File: src/verilog/drs_pkg.sv
// drs_pkg: constants, strap layout and states of the drive ready and strap select block
`default_nettype none
package drs_pkg;
    // register byte offsets
    localparam logic [3:0] DRS_CFG_OFS = 4'h0; // strap register
    localparam logic [3:0] DRS_STAT_OFS = 4'h4; // state register
    // strap bit positions in the strap register
    localparam int DRS_SINGLE_BIT = 0;
    localparam int DRS_ADDR_LSB = 1; // four address straps, bits 1..4
    localparam int DRS_SEL_LOAD_BIT = 5;
    localparam int DRS_MOT_LOAD_BIT = 6;
    localparam int DRS_LOAD_EN_BIT = 7;
    localparam int DRS_OCC_FN_BIT = 8;
    localparam int DRS_ENG_FN_BIT = 9;
    localparam int DRS_IND_A_BIT = 10;
    localparam int DRS_IND_LATCH_BIT = 11;
    localparam int DRS_IND_RDY_BIT = 12;
    localparam int DRS_MOT_LATCH_BIT = 13;
    localparam int DRS_HICAP_BIT = 14; // high-capacity model select
    localparam int DRS_CFG_W = 15;
    // strap reset value: address 0, select-gated loading, occupancy function
    localparam logic [DRS_CFG_W-1:0] DRS_CFG_RST = 15'h01A2;
    // axi responses
    localparam logic [1:0] DRS_RESP_OK = 2'h0;
    localparam logic [1:0] DRS_RESP_ERR = 2'h2;
    // timing, milliseconds and clock rate
    localparam int DRS_CLK_KHZ = 20000;
    localparam int DRS_READY_HICAP_MS = 730;
    localparam int DRS_READY_STD_MS = 800;
    localparam int DRS_RATED_MS = 400;
    localparam int DRS_TMR_W = 24;
    // longest times round down: whole ms times the rate are exact
    localparam int DRS_READY_HICAP_CYC = DRS_READY_HICAP_MS * DRS_CLK_KHZ;
    localparam int DRS_READY_STD_CYC = DRS_READY_STD_MS * DRS_CLK_KHZ;
    localparam int DRS_RATED_CYC = DRS_RATED_MS * DRS_CLK_KHZ;
    // index pulses needed after half speed
    localparam logic [1:0] DRS_IDX_PRE = 2'h1;
    localparam logic [1:0] DRS_IDX_READY = 2'h2;
    // readiness states
    typedef enum logic [1:0] {
        DRS_STOPPED,
        DRS_PRE_READY,
        DRS_READY
    } drs_state_t;
endpackage
`default_nettype wire

File: src/verilog/drs_drive_ready.sv
// drs_drive_ready: ready detection, strap decoding and axi4-lite strap registers
`timescale 1ns/1ps
`default_nettype none
module drs_drive_ready
    import drs_pkg::*;
#(
    parameter logic [DRS_TMR_W-1:0] READY_HICAP_LIMIT = DRS_TMR_W'(DRS_READY_HICAP_CYC),
    parameter logic [DRS_TMR_W-1:0] READY_STD_LIMIT = DRS_TMR_W'(DRS_READY_STD_CYC),
    parameter logic [DRS_TMR_W-1:0] RATED_LIMIT = DRS_TMR_W'(DRS_RATED_CYC)
) (
    input wire logic aclk,
    input wire logic aresetn,
    // axi4-lite slave
    input wire logic [3:0] s_axi_awaddr,
    input wire logic s_axi_awvalid,
    output logic s_axi_awready,
    input wire logic [31:0] s_axi_wdata,
    input wire logic [3:0] s_axi_wstrb,
    input wire logic s_axi_wvalid,
    output logic s_axi_wready,
    output logic [1:0] s_axi_bresp,
    output logic s_axi_bvalid,
    input wire logic s_axi_bready,
    input wire logic [3:0] s_axi_araddr,
    input wire logic s_axi_arvalid,
    output logic s_axi_arready,
    output logic [31:0] s_axi_rdata,
    output logic [1:0] s_axi_rresp,
    output logic s_axi_rvalid,
    input wire logic s_axi_rready,
    // drive sensing
    input wire logic power_good,
    input wire logic disk_present,
    input wire logic half_speed,
    input wire logic rated_speed,
    input wire logic index_pulse,
    // host interface lines, active low
    input wire logic [3:0] unit_select_n,
    input wire logic run_request_n,
    input wire logic shared_request_n,
    output logic ready_n,
    // drive actuators
    output logic spindle_on,
    output logic head_load,
    output logic indicator_on
);
    // whole state of the block
    typedef struct packed {
        drs_state_t st;                // readiness state
        logic [1:0] idx_cnt;           // index pulses since half speed
        logic idx_prev;                // index edge detect
        logic sel_prev;                // matched select edge detect
        logic occ_latch;               // occupancy latch
        logic [DRS_TMR_W-1:0] tmr;     // time since spindle start
        logic late;                    // ready missed its deadline
        logic rated_ok;                // rated speed seen in time
        logic [DRS_CFG_W-1:0] cfg;     // strap register
        logic aw_held;                 // write address taken
        logic [3:0] aw_addr;
        logic w_held;                  // write data taken
        logic [31:0] w_data;
        logic [3:0] w_strb;
        logic bvalid;
        logic [1:0] bresp;
        logic rvalid;
        logic [1:0] rresp;
        logic [31:0] rdata;
        logic ready_n;
        logic spindle_on;
        logic head_load;
        logic indicator_on;
    } drs_regs_t;

    drs_regs_t r;
    drs_regs_t next_r;

    // one-hot address straps against active-low select lines
    function automatic logic drs_match(input logic [3:0] straps, input logic [3:0] sel_n);
        drs_match = |(straps & ~sel_n);
    endfunction

    // strap and line decode
    logic single_drive_strap;
    logic matched;
    logic effective;
    logic run_req;
    logic in_use;
    logic engage_req;
    logic rdy_any;
    logic ready_now;
    logic late_event;             // deadline reached while not ready
    logic indicator;
    logic [DRS_TMR_W-1:0] ready_limit;
    logic [31:0] status_word;

    always_comb begin
        single_drive_strap = r.cfg[DRS_SINGLE_BIT];
        matched = drs_match(r.cfg[DRS_ADDR_LSB +: 4], unit_select_n);
        effective = matched | single_drive_strap;
        run_req = ~run_request_n;
        // shared line split by its two function straps
        in_use = r.cfg[DRS_OCC_FN_BIT] & ~shared_request_n;
        engage_req = r.cfg[DRS_ENG_FN_BIT] & ~shared_request_n;
        rdy_any = (r.st != DRS_STOPPED);
        ready_now = (r.st == DRS_READY);
        ready_limit = r.cfg[DRS_HICAP_BIT] ? READY_HICAP_LIMIT : READY_STD_LIMIT;
        late_event = r.spindle_on & (r.tmr == ready_limit) & ~ready_now;
        // indicator selection uses plain select only
        if (r.cfg[DRS_IND_RDY_BIT]) begin
            indicator = matched & ready_now;
        end else if (r.cfg[DRS_OCC_FN_BIT] & r.cfg[DRS_IND_A_BIT]) begin
            indicator = r.cfg[DRS_IND_LATCH_BIT] ? r.occ_latch : in_use;
        end else if (r.cfg[DRS_OCC_FN_BIT]) begin
            indicator = matched | (r.cfg[DRS_IND_LATCH_BIT] ? r.occ_latch : in_use);
        end else begin
            indicator = matched;
        end
        status_word = 32'h0000_0000;
        status_word[1:0] = r.st;
        status_word[3:2] = r.idx_cnt;
        status_word[4] = r.spindle_on;
        status_word[5] = r.head_load;
        status_word[6] = r.indicator_on;
        status_word[7] = r.occ_latch;
        status_word[8] = r.late;
        status_word[9] = r.rated_ok;
    end

    // next state of the whole block
    always_comb begin
        next_r = r;
        next_r.idx_prev = index_pulse;
        next_r.sel_prev = matched;
        // leading edge of matched select loads the occupancy latch
        if (matched & ~r.sel_prev) begin
            next_r.occ_latch = in_use;
        end
        // readiness from disk, speed and index count
        if (!power_good || !disk_present || !half_speed) begin
            next_r.st = DRS_STOPPED;
            next_r.idx_cnt = 2'h0;
        end else if (index_pulse & ~r.idx_prev) begin
            case (r.st)
                DRS_STOPPED: begin
                    next_r.st = DRS_PRE_READY;
                    next_r.idx_cnt = DRS_IDX_PRE;
                end
                DRS_PRE_READY: begin
                    next_r.st = DRS_READY;
                    next_r.idx_cnt = DRS_IDX_READY;
                end
                default: begin
                    next_r.st = r.st;
                end
            endcase
        end
        // spindle command
        next_r.spindle_on = run_req | (r.cfg[DRS_MOT_LATCH_BIT] & indicator);
        next_r.indicator_on = indicator;
        // head-load conditions
        next_r.head_load = rdy_any & (
            (r.cfg[DRS_LOAD_EN_BIT] & r.cfg[DRS_SEL_LOAD_BIT] & effective) |
            (r.cfg[DRS_LOAD_EN_BIT] & r.cfg[DRS_MOT_LOAD_BIT] & run_req) |
            (engage_req & effective));
        // ready line driven only while selected
        next_r.ready_n = ~(ready_now & effective);
        // spin-up watch: deadline and rated-speed window
        if (!r.spindle_on) begin
            next_r.tmr = '0;
        end else if (r.tmr != ready_limit) begin
            next_r.tmr = r.tmr + DRS_TMR_W'(1);
        end
        if (late_event) begin
            next_r.late = 1'b1;
        end
        if (!r.spindle_on) begin
            next_r.rated_ok = 1'b0;
        end else if (rated_speed && r.tmr <= RATED_LIMIT) begin
            next_r.rated_ok = 1'b1;
        end
        // axi write: address and data in either order
        if (s_axi_awvalid & ~r.aw_held & ~r.bvalid) begin
            next_r.aw_held = 1'b1;
            next_r.aw_addr = s_axi_awaddr;
        end
        if (s_axi_wvalid & ~r.w_held & ~r.bvalid) begin
            next_r.w_held = 1'b1;
            next_r.w_data = s_axi_wdata;
            next_r.w_strb = s_axi_wstrb;
        end
        if (r.aw_held & r.w_held) begin
            next_r.aw_held = 1'b0;
            next_r.w_held = 1'b0;
            next_r.bvalid = 1'b1;
            if (r.aw_addr == DRS_CFG_OFS) begin
                next_r.bresp = DRS_RESP_OK;
                if (r.w_strb[0]) begin
                    next_r.cfg[7:0] = r.w_data[7:0];
                end
                if (r.w_strb[1]) begin
                    next_r.cfg[DRS_CFG_W-1:8] = r.w_data[DRS_CFG_W-1:8];
                end
                // writing the straps clears the late flag; a deadline expiring now wins
                next_r.late = late_event;
            end else if (r.aw_addr == DRS_STAT_OFS) begin
                next_r.bresp = DRS_RESP_OK; // state register ignores writes
            end else begin
                next_r.bresp = DRS_RESP_ERR;
            end
        end else if (r.bvalid & s_axi_bready) begin
            next_r.bvalid = 1'b0;
        end
        // axi read
        if (s_axi_arvalid & ~r.rvalid) begin
            next_r.rvalid = 1'b1;
            next_r.rresp = DRS_RESP_OK;
            if (s_axi_araddr == DRS_CFG_OFS) begin
                next_r.rdata = {17'h0_0000, r.cfg};
            end else if (s_axi_araddr == DRS_STAT_OFS) begin
                next_r.rdata = status_word;
            end else begin
                next_r.rdata = 32'h0000_0000;
                next_r.rresp = DRS_RESP_ERR;
            end
        end else if (r.rvalid & s_axi_rready) begin
            next_r.rvalid = 1'b0;
        end
    end

    // register the whole state
    always_ff @(posedge aclk) begin
        if (!aresetn) begin
            r <= '0;
            r.st <= DRS_STOPPED;
            r.cfg <= DRS_CFG_RST;
            r.ready_n <= 1'b1;
        end else begin
            r <= next_r;
        end
    end

    // outputs
    assign s_axi_awready = ~r.aw_held & ~r.bvalid;
    assign s_axi_wready = ~r.w_held & ~r.bvalid;
    assign s_axi_bvalid = r.bvalid;
    assign s_axi_bresp = r.bresp;
    assign s_axi_arready = ~r.rvalid;
    assign s_axi_rvalid = r.rvalid;
    assign s_axi_rdata = r.rdata;
    assign s_axi_rresp = r.rresp;
    assign ready_n = r.ready_n;
    assign spindle_on = r.spindle_on;
    assign head_load = r.head_load;
    assign indicator_on = r.indicator_on;

    // checks
    a_ready_needs_disk: assert property (@(posedge aclk) disable iff (!aresetn)
        (r.st == DRS_READY) |-> $past(power_good) && $past(disk_present) && $past(half_speed))
        else $error("ready without power, disk or speed");
    a_ready_two_index: assert property (@(posedge aclk) disable iff (!aresetn)
        $rose(r.st == DRS_READY) |-> $past(r.st) == DRS_PRE_READY && r.idx_cnt == 2'h2)
        else $error("ready reached without two index pulses");
    a_pre_one_index: assert property (@(posedge aclk) disable iff (!aresetn)
        (r.st == DRS_STOPPED && half_speed && disk_present && power_good
         && index_pulse && !r.idx_prev) |=> r.st == DRS_PRE_READY)
        else $error("pre-ready missed after first index");
    a_loss_drops: assert property (@(posedge aclk) disable iff (!aresetn)
        (!disk_present || !half_speed) |=> r.st == DRS_STOPPED && r.idx_cnt == 2'h0)
        else $error("readiness held after disk loss or slowdown");
    a_spindle_plain: assert property (@(posedge aclk) disable iff (!aresetn)
        !r.cfg[DRS_MOT_LATCH_BIT] |=> spindle_on == !$past(run_request_n))
        else $error("spindle not following run request");
    a_spindle_latch: assert property (@(posedge aclk) disable iff (!aresetn)
        (r.cfg[DRS_MOT_LATCH_BIT] && indicator) |=> spindle_on)
        else $error("spindle idle with indicator lit");
    a_ready_gated: assert property (@(posedge aclk) disable iff (!aresetn)
        !effective |=> ready_n)
        else $error("ready driven while not selected");
    a_load_gated: assert property (@(posedge aclk) disable iff (!aresetn)
        (!r.cfg[DRS_LOAD_EN_BIT] && !r.cfg[DRS_ENG_FN_BIT]) |=> !head_load)
        else $error("head loaded with option straps disabled");
    a_load_needs_rdy: assert property (@(posedge aclk) disable iff (!aresetn)
        (r.st == DRS_STOPPED) |=> !head_load)
        else $error("head loaded while not ready or pre-ready");
    a_occ_latch: assert property (@(posedge aclk) disable iff (!aresetn)
        (matched && !r.sel_prev) |=> r.occ_latch == $past(in_use))
        else $error("occupancy latch missed select edge");
    a_late_flag: assert property (@(posedge aclk) disable iff (!aresetn)
        $rose(r.late) |-> $past(r.tmr) == $past(ready_limit) && $past(r.st) != DRS_READY)
        else $error("late flag without expired deadline");
endmodule // drs_drive_ready
`default_nettype wire

File: config.mk
export PLATFORM = sky130hd
export DESIGN_NAME = drs_drive_ready
export DESIGN_NICKNAME = d
export VERILOG_FILES = /design/src/verilog/drs_pkg.sv /design/src/verilog/drs_drive_ready.sv
export SDC_FILE = /design/constraint.sdc
export NUM_CORES = 1
export LEC_CHECK = 0
export BUFFER_PORTS_ARGS = -buffer_cell sky130_fd_sc_hd__buf_4
export CAP_MARGIN = 20
export CORE_MARGIN = 2
export CORE_UTILIZATION = 55
export CTS_BUF_LIST = sky130_fd_sc_hd__clkbuf_4 sky130_fd_sc_hd__clkbuf_8
export CTS_CLUSTER_SIZE = 30
export DETAILED_ROUTE_END_ITERATION = 10
export PLACE_DENSITY = 0.89
export SLEW_MARGIN = 20
export SYNTH_ARGS = -nofsm -noshare
export SYNTH_HDL_FRONTEND = slang
export SYNTH_SLANG_ARGS = --single-unit
File: constraint.sdc
create_clock -name aclk -period 1.8 [get_ports aclk]
set_input_delay 0.09 -clock aclk [delete_from_list [all_inputs] [get_ports aclk]]
set_output_delay 0.09 -clock aclk [all_outputs]
set_load 0.05 [all_outputs]
**Yosys cells after proc, flatten, opt, wreduce, memory -nomap -nowiden**

Index checks and enable logic that the tools add are counted.

- Bitwise operators: 44
- Equality and inequality tests: 6
- Reductions and logical operators: 20
- Muxes and demuxes: 19
- $add $sub $neg: 1
- $lt $le $gt $ge: 1

Operator list:

| kind | count |
|---|---|
| $and A1 B1 Y1 | 26 |
| $add A24 B1 Y24 const B | 1 |
| $eq A24 B24 Y1 | 1 |
| $le A24 B23 Y1 const B | 1 |
| $ne A24 B24 Y1 | 1 |
| $mux W22 | 1 |
| $mux W15 | 1 |
| $mux W1 | 11 |
| $not A1 Y1 | 11 |
| $mux W10 | 1 |
| $eq A4 B3 Y1 const B | 2 |
| $logic_not A4 Y1 | 2 |
| $mux W2 | 4 |
| $reduce_bool A2 Y1 | 4 |
| $reduce_and A3 Y1 | 2 |
| $or A1 B1 Y1 | 5 |
| $and A4 B4 Y4 | 1 |
| $not A4 Y4 | 1 |
| $pmux W2 S2 | 1 |
| $reduce_and A2 Y1 | 2 |
| $reduce_or A2 Y1 | 2 |
| $reduce_or A4 Y1 | 1 |
| $logic_not A1 Y1 | 3 |
| $eq A2 B1 Y1 const B | 1 |
| 4 further kinds | 5 |

- Flip-flop bits (word level): 111
- Output and inout bits: 45
- Logic and storage cells: 114

**Depth between registers and ports, before layout**

Gate-level depths: netlist of the first run.

- Depth after elaboration: 9
- Mapped depth: 6
- Mapped depth without buffers: 5

**Worst setup path after synthesis of the first run**

No wires, ideal clock.

- Kind: register to register
- Start point: reg r, in the netlist s_axi_bvalid
- End point: reg r[43] (netlist bit)
- Library setup time: 0.070 ns
- Data required time: 1.730 ns
- Stages on the path, launching flop included: 7
- Setup slack: -0.445 ns
- Arrival: 2.175 ns
- Cells stage by stage: dfxtp_1 nor2_1 and2_1 clkbuf_1 clkbuf_1 nand2_1 a21oi_1

- Cells in the longest elaborated chain, start to end: 2

RTL lines:

| what | RTL line | text |
|---|---|---|
| from (decl) | drs_drive_ready.sv:74 | `drs_regs_t r;` |
| from (signal assigned) | drs_drive_ready.sv:238 | `r <= next_r;` |
| $not A1 Y1 | drs_drive_ready.sv:186 | `if (s_axi_wvalid & ~r.w_held & ~r.bvalid) begin` |
| $and A1 B1 Y1 | drs_drive_ready.sv:186 |  |

Every way passes these cells.
A chain may end at the register's enable or synchronous reset.

**Worst setup path in the final report of the first run**

- Start point: reg r[102] (netlist bit)
- End point: reg r[119] (netlist bit)

- Cells in the longest elaborated chain, start to end: 1
- Elaborated cells between the ends (all ways): 2
- Those cells by class: 1 x add/sub; 1 x eq/ne

RTL lines:

| what | RTL line |
|---|---|
| $add A24 B1 Y24 / $ne A24 B24 Y1 (equally long branches) | drs_drive_ready.sv:171, drs_drive_ready.sv:170 |

Parallel ways exist; a longest one is shown, timed or not.

==> results of run 1 <==
[layout by cell type (no fill, tap or decap), types with 4 or more instances in the layout]
master / netlist / final
sky130_fd_sc_hd__xnor2_1: 7 / 7
sky130_fd_sc_hd__dfxtp_1: 92 / 91
sky130_fd_sc_hd__nor3_1: 15 / 15
sky130_fd_sc_hd__or4_1: 4 / 4
sky130_fd_sc_hd__o21ai_0: 5 / 5
sky130_fd_sc_hd__mux2i_1: 32 / 32
sky130_fd_sc_hd__dlygate4sd3_1: 0 / 25
sky130_fd_sc_hd__xor2_1: 6 / 6
sky130_fd_sc_hd__a21oi_1: 46 / 46
sky130_fd_sc_hd__and3_1: 4 / 4
sky130_fd_sc_hd__clkbuf_8: 0 / 9
sky130_fd_sc_hd__buf_4: 36 / 80
sky130_fd_sc_hd__nand3_1: 17 / 17
sky130_fd_sc_hd__nor2_1: 51 / 49
sky130_fd_sc_hd__and2_1: 5 / 5
sky130_fd_sc_hd__nand2_1: 67 / 66
sky130_fd_sc_hd__nand2b_1: 10 / 10
sky130_fd_sc_hd__nor2b_1: 4 / 4
sky130_fd_sc_hd__a31oi_1: 4 / 4
sky130_fd_sc_hd__nor4_1: 7 / 7
sky130_fd_sc_hd__nand4_1: 7 / 7
sky130_fd_sc_hd__conb_1: 1 / 19
sky130_fd_sc_hd__o31ai_1: 5 / 5
sky130_fd_sc_hd__inv_1: 8 / 8
[tightest hold or removal path, cell delays in order]
cell and delay [ns]:
sky130_fd_sc_hd__buf_4 0.11, sky130_fd_sc_hd__nand2_1 0.07, sky130_fd_sc_hd__a21oi_1 0.07
[worst paths after layout]
path,start,to,depth (start not counted)
max reg2reg,r[102],r[119],5
min reg2reg,r[47],r[47],2
min,s_axi_wdata[8],r[54],3
max,r[102],r[119],5
[logic make-up (layout without fill, tap and decap cells)]
group,count (synthesis),in the layout,share of synthesized area (%)
compound gates,76,76,10.85
xor+xnor,13,13,2.712
fa+ha+maj,2,2,0.5959
buf+inv,67,130,9.773
flops,92,92,43.86
mux,32,32,7.628
other cells,1,20,0.08931
simple gates,210,210,24.49
[cell type report]
type	instances	area, um^2
fillers	550	2241
multi-input cells	352	2032
flip-flops and latches	92	1843
repair buffers	105	850.8
clock buffers	9	123.9
well taps	99	123.9
clock inverters	7	80.08
inverters	9	33.78
diodes	1	2.502
[power by group]
group          internal, W  leakage, nW  switching (W)
Combinational     0.000198         1.27       0.000324
Sequential         0.00209        0.748      0.0000432
Clock             0.000554       0.0998       0.000821
Total              0.00284         2.12        0.00119
[state kept, by name, summed over array words and instances (netlist names)]
register	flops
indicator_on	1
ready_n	1
s_axi_rdata	15
head_load	1
s_axi_rvalid	1
r	69
s_axi_bvalid	1
s_axi_bresp	1
spindle_on	1
s_axi_rresp	1
[through the flow]
stage	cell area (um^2)	worst slack, ns	utilization (%)	instances	power (W)
2_1_floorplan	4283	0.06012	-	511	0.002540
3_3_place_gp	4629	0.1907	63.15	632	0.002636
3_5_place_dp	4629	0.09835	63.15	632	0.002650
4_1_cts	5084	0.08921	69.35	673	0.004029
5_1_grt	5090	0.01233	69.43	674	0.004177
6_report	5090	0.1012	69.43	674	0.004029
[timing repair]
item	4_1_cts	5_1_grt
setup endpoints to repair	0	2
hold endpoints to repair	28	0
resized for setup	0	2
hold buffers	25	0
[routing by layer]
| layer | vias up | wire length [um] | share of wire (%) | GRT usage (%) |
|---|---|---|---|---|
| li1 | 1809 | - | - | - |
| met1 | 1702 | 4054 | 42 | 28.59 |
| met2 | 134 | 4680 | 49 | 38.58 |
| met3 | 13 | 643 | 6.7 | 5.062 |
| met4 | 0 | 191 | 2.0 | 9.596 |
| met5 | - | 0 | 0 | 0 |
==> impl_results.md, run 1 <==
- Status: finished clean
- Data required time of the critical path: 2.09 ns
- Post-synth top area cell: sky130_fd_sc_hd__dfxtp_1
- Commonest cells post-synth: sky130_fd_sc_hd__dfxtp_1 (92), sky130_fd_sc_hd__nand2_1 (67), sky130_fd_sc_hd__nor2_1 (51)
- Via count: 3658
- Gpl congestion: 0.8708
- Reg-to-reg slack, setup: 0.10 ns
- Worst-case hold slack: 0.01414 ns
- Period utilization: 94.38%
- Vias in the first global route: 3327
- Unrepaired setup endpoints after global routing: no
- Leak pwr: 2.122 nW
- Core footprint: 7331 um^2
- Pre-Repair DR Iteration Count: 4
- Area growth from synthesis to final layout: 21.22%
- Antenna violations before repair: 1
- Unique cell type count in the Yosys netlist: 54
- Crit path cell chain: ha_1 -> and3_1 -> nand2_1 -> or4_1 -> a21oi_1
- Initial detailed-routing violation count: 205
- Cell types occupying the most area after synthesis: sky130_fd_sc_hd__dfxtp_1 (44%), sky130_fd_sc_hd__mux2i_1 (7.6%), sky130_fd_sc_hd__buf_4 (6.4%), sky130_fd_sc_hd__nand2_1 (6.0%), sky130_fd_sc_hd__a21oi_1 (5.5%)
- Number of synthesized flops with an enable pin: 0
- Number of buffers inserted by port buffering: 68
- Minimum clock period: 1.699 ns
- Hold Fails Final Rpt: 0
- Critical path capture point type: register
- GRT Total Usage: 23.02%
- Bufs and invs on worst path: 0
- Sequential share of the synthesized area: 43.86%
- Clock Skew: 0.01898 ns
- Die X-Extent: 91.38 um
- Ratio of cells with drive above 1 in the final layout: 18.99%
- Final wirelength: 9569 um
- Setup Fix Bufs, Post-CTS: 0
- Fin. max-slew vios: 0
- Die Area: 8349 um^2
- Delay-heaviest family, CP: simple AND/OR/NAND/NOR gates
- Min-delay worst type: in -> reg
- CTS tree: done
- Actual transition at the worst max-transition pin: 0.5768 ns
- Power density cells: 791.6 nW/um^2
- Count of nets after finishing: 633
- Std-Cell Rows: 31
- Maximum level of the CTS H-tree: 3
- Biggest fanout along the worst timing path: 6
- Clock-pin transition on the worst setup and hold timing paths: 0.10 ns
- Die height: 91.38 um
- Most frequently used flop master after synthesis: sky130_fd_sc_hd__dfxtp_1
- Seq cells post-synth: 92
- Clock root buffer: sky130_fd_sc_hd__clkbuf_8
- Largest vdd supply drop: 0.0004920 V
- Share of Yosys cell area claimed by the top area cell type: 43.86%
- Count of clock tree sinks: 92
- Post-synthesis cell area: 4199 um^2
- Average wire per standard cell: 14.20 um
- Effective utilization at floorplan: 57.28%
- Final count of negative-setup-slack endpoints: 0
- Cell with the most instances after synthesis: sky130_fd_sc_hd__dfxtp_1
- Slowest library cell on the worst path: sky130_fd_sc_hd__or4_1
- Max stage delay on crit path: 0.51 ns
- Largest net degree at the start of global routing: 28
- Ys async rst share: 0%
- DR DRC count: 0
- Wire length of the first global-routing pass: 15420 um
- Number of buffers on the longest clock path: 2
- Post-route setup TNS: 0 ns
- Worst skew pair latency: 0.37 ns
- # IOs: 107
- Yosys warning count: 0
- Crit start category: register
- Post-DP HPWL: 6621 um
- Slew headroom: 61.54%
- Via density per instance: 5.427
- Final ANT Viol Nets: 0
- Max-Cap Viols: 0
- Post-synthesis cell count: 493
- Worst endpoint data arrival time: 1.98 ns
- Max Freq: 588.6 MHz
- Critical path start-end classification: reg -> reg
- Mean cell area of the mapped netlist: 8.517 um^2
- Sum of overflow across all layers after global routing: 0
- Total clock buffers created by CTS: 9
(Power assumes the default switching activity.)
==> run 2, diff against run 1 <==
PLACE_DENSITY = 0.85   (was 0.89)
==> run 2 against run 1 <==
Setup slack improved by 0.00080 ns. Wire length rose by 2.8%. Final cell count rose by 0.30%. Via count rose by 2.6%. First-iteration DRC count rose by 27%. Combinational power rose by 1%. Global-route usage rose by 1.5 points. Core utilization rose by 0.97 points. Maximum frequency barely moved. Critical path type unchanged. Largest cell class unchanged. Highest routed layer unchanged.
==> impl_results.md, run 2 (synthesis gave the netlist of run 1 again) <==
- Post-route core utilization: 70.40% (+0.97 points)
- Clock-pin transition on the worst setup and hold timing paths: 0.10 ns (about the same)
- Total clock buffers created by CTS: 9 (unchanged)
- Switching share of power: 27.04% (-2.4 points)
- DR DRC count: 0 (unchanged)
- Actual transition at the worst max-transition pin: 0.5881 ns (+0.01123 ns)
- Crit path cell chain: and3_2 -> nand2_2 -> buf_4 -> o311ai_0 -> o41ai_1
- Antenna violations before repair: 0 (-1)
- Post-route setup TNS: 0 ns (unchanged)
- Critical path capture point type: register
- Largest register by flop count: r
- Wire length of the first global-routing pass: 16710 um (+8.4%)
- Clock Skew: 0.009593 ns (-0.009388 ns)
- Count of nets after finishing: 636 (+0.47%)
- Crit start category: register
- Sum of overflow across all layers after global routing: 0 (unchanged)
- Data required time of the critical path: 2.03 ns (-0.06 ns)
- Max FFs per register: 69 (unchanged)
- Vias in the first global route: 3624 (+8.9%)
- Die Area: 8349 um^2 (unchanged)
- Gpl congestion: 0.8942 (+2.7%)
- Sw Pwr: 0.001147 W (-3.5%)
- Fin. max-slew vios: 0 (unchanged)
- Core footprint: 7331 um^2 (unchanged)
- Area growth from synthesis to final layout: 22.91%
- Max Freq: 588.9 MHz (about the same)
- Antenna fix cells: 0 (-1)
- Slew headroom: 60.80% (-0.75 points)
- Max-Cap Viols: 0 (unchanged)
- Highest-count cells in the layout ignoring fill and taps: sky130_fd_sc_hd__dfxtp_1 (88), sky130_fd_sc_hd__buf_4 (81), sky130_fd_sc_hd__nand2_1 (66)
- Number of placed cells counting well taps: 634 (+0.32%)
- Die height: 91.38 um (unchanged)
- Startpoint of the lowest-slack hold path: half_speed
- Initial detailed-routing violation count: 261 (+27%)
- Status: finished clean
- Effective utilization at floorplan: 57.28% (unchanged)
- Min-delay worst type: in -> reg
- Worst Setup SP: r[107]
- Fraction of power consumed by the clock network: 37.3% (+3.2 points)
- Slowest library cell on the worst path: sky130_fd_sc_hd__dfxtp_1
- # IOs: 107 (unchanged)
- Worst skew pair latency: 0.36 ns (about the same)
- Max stage delay on crit path: 0.43 ns (-0.08 ns)
- Period utilization: 94.34% (about the same)
- Bufs and invs on worst path: 1 (+1)
- Die X-Extent: 91.38 um (unchanged)
- Hold Fails Final Rpt: 0 (unchanged)
- Ratio of cells with drive above 1 in the final layout: 19.76% (+0.77 points)
- Via count: 3752 (+2.6%)
- Leading cell type in the layout, fill and taps excluded: sky130_fd_sc_hd__dfxtp_1
- Final ANT Viol Nets: 0 (unchanged)
- Final count of negative-setup-slack endpoints: 0 (unchanged)
- CTS tree: done
- Delay-heaviest family, CP: compound AO/OA/AOI/OAI gates
- Biggest fanout along the worst timing path: 8 (+2)
- Fin cells: 676 (+0.30%)
- Post-DP HPWL: 6924 um (+4.6%)
- Power density cells: 821.7 nW/um^2 (+3.8%)
- Portion of total power attributed to sequential cells: 50.3% (-2.6 points)
- Largest vdd supply drop: 0.0005655 V (+15%)
- Pre-Repair DR Iteration Count: 5 (+1)
- Maximum level of the CTS H-tree: 3 (unchanged)
- P_int: 0.003094 W (+8.9%)
- Count of clock tree sinks: 92 (unchanged)
- Average wire per standard cell: 14.55 um (+2.5%)
- Number of buffers on the longest clock path: 2 (unchanged)
- GRT Total Usage: 24.49% (+1.5 points)
- Worst endpoint data arrival time: 1.93 ns (-0.05 ns)
- Std-Cell Rows: 31 (unchanged)
- Minimum clock period: 1.698 ns (-0.0007970 ns)
- Leak pwr: 2.154 nW (+1.5%)
- Via density per instance: 5.550 (+2.3%)
- Critical path start-end classification: reg -> reg
- Unrepaired setup endpoints after global routing: no
- Final wirelength: 9836 um (+2.8%)
- Reg-to-reg slack, setup: 0.10 ns (about the same)
- Proportion of power drawn by combinational gates: 12.4% (-0.6 points)
- Clock root buffer: sky130_fd_sc_hd__clkbuf_8
- Number of buffers inserted by port buffering: 68 (unchanged)
- Largest net degree at the start of global routing: 41 (+46%)
- Worst r2r src: r[107]
-- run 2: changes by cell type in the layout (fill, tap and decap cells not counted), sizes merged --
cell / previous run / this run
buf: 80 / 82
bufinv: 0 / 2
clkinv: 2 / 1
diode: 1 / 0
dlygate4sd3: 25 / 26
inv: 13 / 12
-- run 2: final cells by class --
cell class                 instances  area [um^2]
clock buffer                       9        123.9
timing repair buffer             108        888.4
sequential                        92         1847
multi-input combinational        352         2039
clock inverter                     7        105.1
fill                             537         2170
tap                               99        123.9
inverter                           9        33.78
-- run 2: power groups by stage --
stage	logic (W)	clock network (W)	registers, W
floorplan	0.000353	0	0.00219
global placement	0.000466	0	0.00217
detailed placement	0.000477	0	0.00218
CTS	0.000523	0.00159	0.00213
global route	0.000569	0.00168	0.00214
finish	0.000527	0.00158	0.00213
-- run 2: per-layer routing --
layer / part of all wire (%) / global-route usage (%) / vias up / wire [um]
met1: 43 / 32.13 / 1750 / 4278
met2: 48 / 40.19 / 161 / 4721
met3: 5.9 / 3.320 / 23 / 579
li1: - / - / 1818 / -
met5: 0 / 0 / - / 0
met4: 2.6 / 10.98 / 0 / 257
-- run 2: repair_timing --
action	4_1_cts	5_1_grt
resized for setup	0	6
setup buffers	0	0
hold endpoints to repair	30	0
hold buffers	26	0
setup endpoints to repair	0	3
-- run 2: worst paths after layout --
check,to,cells past startpoint
min,r[128],3
max reg2reg,r[122],5
min reg2reg,r[58],2
max,r[122],5
-- run 2: stage by stage --
step	instance area, um^2	hold WS, ns	power [W]	worst slack [ns]
finish	5161	0.03143	0.004241	0.1020
detailed placement	4657	0.2834	0.002655	0.003644
global placement	4657	0.2842	0.002641	0.1766
CTS	5146	0.02321	0.004244	0.01022
floorplan	4283	0.1777	0.002540	0.06012
global route	5161	0.05038	0.004384	0.01779
-- run 2: worst register-to-register path: cells and delay by family (launching register included) --
kind	cells	cell delay (ns)
AND/OR/NAND/NOR	2	0.40
flip-flops	1	0.43
AO/OA/AOI/OAI	2	0.56
buffers and inverters	1	0.18
==> run 3, diff against run 2 <==
ABC_AREA = 1   (was unset)
PLACE_DENSITY = 0.84   (was 0.85)
==> run 3 against run 2 <==
Sequential power is 2% higher. First-iteration DRC count is 3.1% higher. Register-to-register slack better by 0.14 ns. Critical endpoint is now r[121]. Largest cell class unchanged.
==> impl_results.md, run 3 <==
- Antenna fix cells: 0 (unchanged)
- Worst endpoint data arrival time: 1.83 ns (-0.10 ns)
- Proportion of power drawn by combinational gates: 15.2% (+2.8 points)
- Final Total Pwr: 0.004154 W (-2.1%)
- Clock root buffer: sky130_fd_sc_hd__clkbuf_8
- Final wirelength: 10670 um (+8.4%)
- Sw Pwr: 0.001275 W (+11%)
- Post-Route M1 WL: 4602 um (+7.6%)
- Post-DP HPWL: 7796 um (+13%)
- Worst skew pair latency: 0.37 ns (about the same)
- Wire length of the first global-routing pass: 17330 um (+3.7%)
- Fillers: 689 (+28%)
- Slew headroom: 59.38% (-1.4 points)
- Leak pwr: 2.513 nW (+17%)
- Die height: 94.95 um (+3.9%)
- Yosys warning count: 0 (unchanged)
- Number of buffers on the longest clock path: 2 (unchanged)
- Setup Fix Bufs, Post-CTS: 0 (unchanged)
- Power density cells: 774.6 nW/um^2 (-5.7%)
- Post-synthesis cell area: 4549 um^2 (+8.3%)
- DR DRC count: 0 (unchanged)
- Ratio of cells with drive above 1 in the final layout: 16.44% (-3.3 points)
- Post-route setup TNS: 0 ns (unchanged)
- Highest signal layer in the routed design: met4
- Number of placed cells counting well taps: 807 (+27%)
- Switching share of power: 30.70% (+3.7 points)
- Die X-Extent: 94.95 um (+3.9%)
- Hold Fails Final Rpt: 0 (unchanged)
- Mean cell area of the mapped netlist: 6.893 um^2 (-19%)
- Highest-count cells in the layout ignoring fill and taps: sky130_fd_sc_hd__nor2_1 (132), sky130_fd_sc_hd__nand2_1 (111), sky130_fd_sc_hd__dfxtp_1 (91)
- Multi-input gate area: 2130 um^2 (+4.4%)
- Antenna violations before repair: 0 (unchanged)
- Period utilization: 86.38% (-8.0 points)
- Vias in the first global route: 3960 (+9.3%)
- Sequential cell area: 1843 um^2 (-0.20%)
- Gpl congestion: 0.9116 (+1.9%)
- Max-Cap Viols: 0 (unchanged)
- Unique cell type count in the Yosys netlist: 38 (-30%)
- Post-synthesis cell count: 660 (+34%)
- Seq cells post-synth: 92 (unchanged)
- GRT Total Usage: 24.20% (-0.29 points)
- Initial detailed-routing violation count: 269 (+3.1%)
- Maximum level of the CTS H-tree: 3 (unchanged)
- Largest register by flop count: r
- Fin cells: 841 (+24%)
- Cell with the most instances after synthesis: sky130_fd_sc_hd__nor2_1
- Leading cell type in the layout, fill and taps excluded: sky130_fd_sc_hd__nor2_1
- Minimum clock period: 1.555 ns (-0.1432 ns)
- Via density per instance: 5.130 (-7.6%)
- Fraction of power consumed by the clock network: 32.5% (-4.8 points)
- Cell types occupying the most area after synthesis: sky130_fd_sc_hd__dfxtp_1 (40%), sky130_fd_sc_hd__nor2_1 (11%), sky130_fd_sc_hd__nand2_1 (9.2%), sky130_fd_sc_hd__o21ai_0 (7.6%), sky130_fd_sc_hd__buf_4 (6.3%)
- Critical path capture point type: register
- Biggest fanout along the worst timing path: 6 (-2)
- Post-route core utilization: 65.93% (-4.5 points)
- Sequential share of the synthesized area: 40.48% (-3.4 points)
- Effective utilization at floorplan: 55.93% (-1.3 points)
- Average wire per standard cell: 12.68 um (-13%)
- Total clock buffers created by CTS: 9 (unchanged)
- Number of synthesized flops with an enable pin: 0 (unchanged)
- Critical path start-end classification: reg -> reg
- # IOs: 107 (unchanged)
- Commonest cells post-synth: sky130_fd_sc_hd__nor2_1 (134), sky130_fd_sc_hd__nand2_1 (111), sky130_fd_sc_hd__dfxtp_1 (92)
- Final count of negative-setup-slack endpoints: 0 (unchanged)
- Std-Cell Rows: 33 (+6.5%)
- Most frequently used flop master after synthesis: sky130_fd_sc_hd__dfxtp_1
- Ys async rst share: 0% (unchanged)
- Routed wire length on met3: 722 um (+25%)
- Core footprint: 8134 um^2 (+11%)
- Die Area: 9016 um^2 (+8.0%)
- Share of Yosys cell area claimed by the top area cell type: 40.48% (-3.4 points)
- Routed length on met2: 5112 um (+8.3%)
- Actual transition at the worst max-transition pin: 0.6086 ns (+0.02052 ns)
- Pre-Repair DR Iteration Count: 5 (unchanged)
- Clock Skew: 0.009823 ns (+0.0002305 ns)
- Area growth from synthesis to final layout: 17.88%
- Status: finished clean
- Worst-case hold slack: 0.002017 ns (-0.02942 ns)
- Count of clock tree sinks: 92 (unchanged)
- Final ANT Viol Nets: 0 (unchanged)
- Sum of overflow across all layers after global routing: 0 (unchanged)
- CTS tree: done
- Number of buffers inserted by port buffering: 68 (unchanged)
- Via count: 4314 (+15%)
- Portion of total power attributed to sequential cells: 52.3% (+2.0 points)
- Post-synth top area cell: sky130_fd_sc_hd__dfxtp_1
- Fin. max-slew vios: 0 (unchanged)
- Max Freq: 643.1 MHz (+9.2%)
- Clock-pin transition on the worst setup and hold timing paths: 0.10 ns (about the same)
- Min-delay worst type: in -> reg
- Max FFs per register: 69 (unchanged)
- Unrepaired setup endpoints after global routing: no
- P_int: 0.002879 W (-7.0%)
- Largest net degree at the start of global routing: 25 (-39%)
- Largest vdd supply drop: 0.0005109 V (-9.6%)
- Data required time of the critical path: 2.07 ns (+0.04 ns)
- Crit start category: register
- Count of nets after finishing: 795 (+25%)
[run 3: stage by stage]
stage | area [um^2] | setup slack [ns]
floorplan | 4632 | 0.06164
global placement | 4994 | 0.2983
detailed placement | 4994 | 0.2513
CTS | 5363 | 0.2372
global route | 5363 | 0.09403
finish | 5363 | 0.2451
[run 3: cell families after synthesis]
kind of cell	synth area share [%]
AOI/OAI and AO/OA	14.30
xor gates and xnor gates	0.5777
other	0.08243
DFF	40.48
and+or+nand+nor	29.59
buffers and inverters	14.41
adders and majority gates	0.5500
[run 3: area by class of cell]
| type | count | area share (%) |
|---|---|---|
| Sequential cell | 92 | 34.37 |
| Clock buffer | 9 | 2.310 |
| Clock inverter | 7 | 1.213 |
| Timing Repair Buffer | 96 | 14.28 |
| Multi-Input combinational cell | 452 | 39.71 |
| Tap cell | 105 | 2.450 |
| Inverter | 80 | 5.670 |
[run 3: power groups by stage]
stage                     Combinational (W)  Sequential, W  Clock [W]
after floorplan                    0.000455        0.00222          0
after global placement             0.000580        0.00221          0
after detailed placement           0.000594        0.00222          0
after CTS                          0.000628        0.00217    0.00137
after global routing               0.000689        0.00218    0.00145
final                              0.000631        0.00217    0.00135
[run 3: final timing paths]
kind | startpoint | slack, ns | depth (start not counted) | end
worst min-delay path | s_axi_wdata[13] | 0.002 | 3 | r[59]
worst max-delay path | r[101] | 0.25 | 10 | r[121]
worst max register to register | r[101] | 0.25 | 10 | r[121]
worst min register to register | r[99] | 0.47 | 2 | r[99]
[run 3: timing repair]
action / 4_1_cts / 5_1_grt
hold endpoints to repair: 18 / 0
setup endpoints to repair: 0 / 0
gates resized for setup: 0 / 0
hold buffers: 18 / 0
[run 3: per-layer routing]
layer / vias up / global-route usage [%]
met3: 25 / 3.911
met1: 1944 / 30.51
met2: 162 / 41.55
met4: 0 / 9.058
li1: 2183 / -
met5: - / 0
[run 3: critical path: stages (launching register included)]
cell and delay, ns:
sky130_fd_sc_hd__dfxtp_1 0.41, sky130_fd_sc_hd__ha_1 0.22, sky130_fd_sc_hd__nand2_2 0.08, sky130_fd_sc_hd__nor2_4 0.13
sky130_fd_sc_hd__nand2_4 0.09, sky130_fd_sc_hd__nor2_4 0.14, sky130_fd_sc_hd__nand2_4 0.10, sky130_fd_sc_hd__nor2_8 0.12
sky130_fd_sc_hd__nand3_1 0.07, sky130_fd_sc_hd__nand2_1 0.07, sky130_fd_sc_hd__nor2_1 0.04
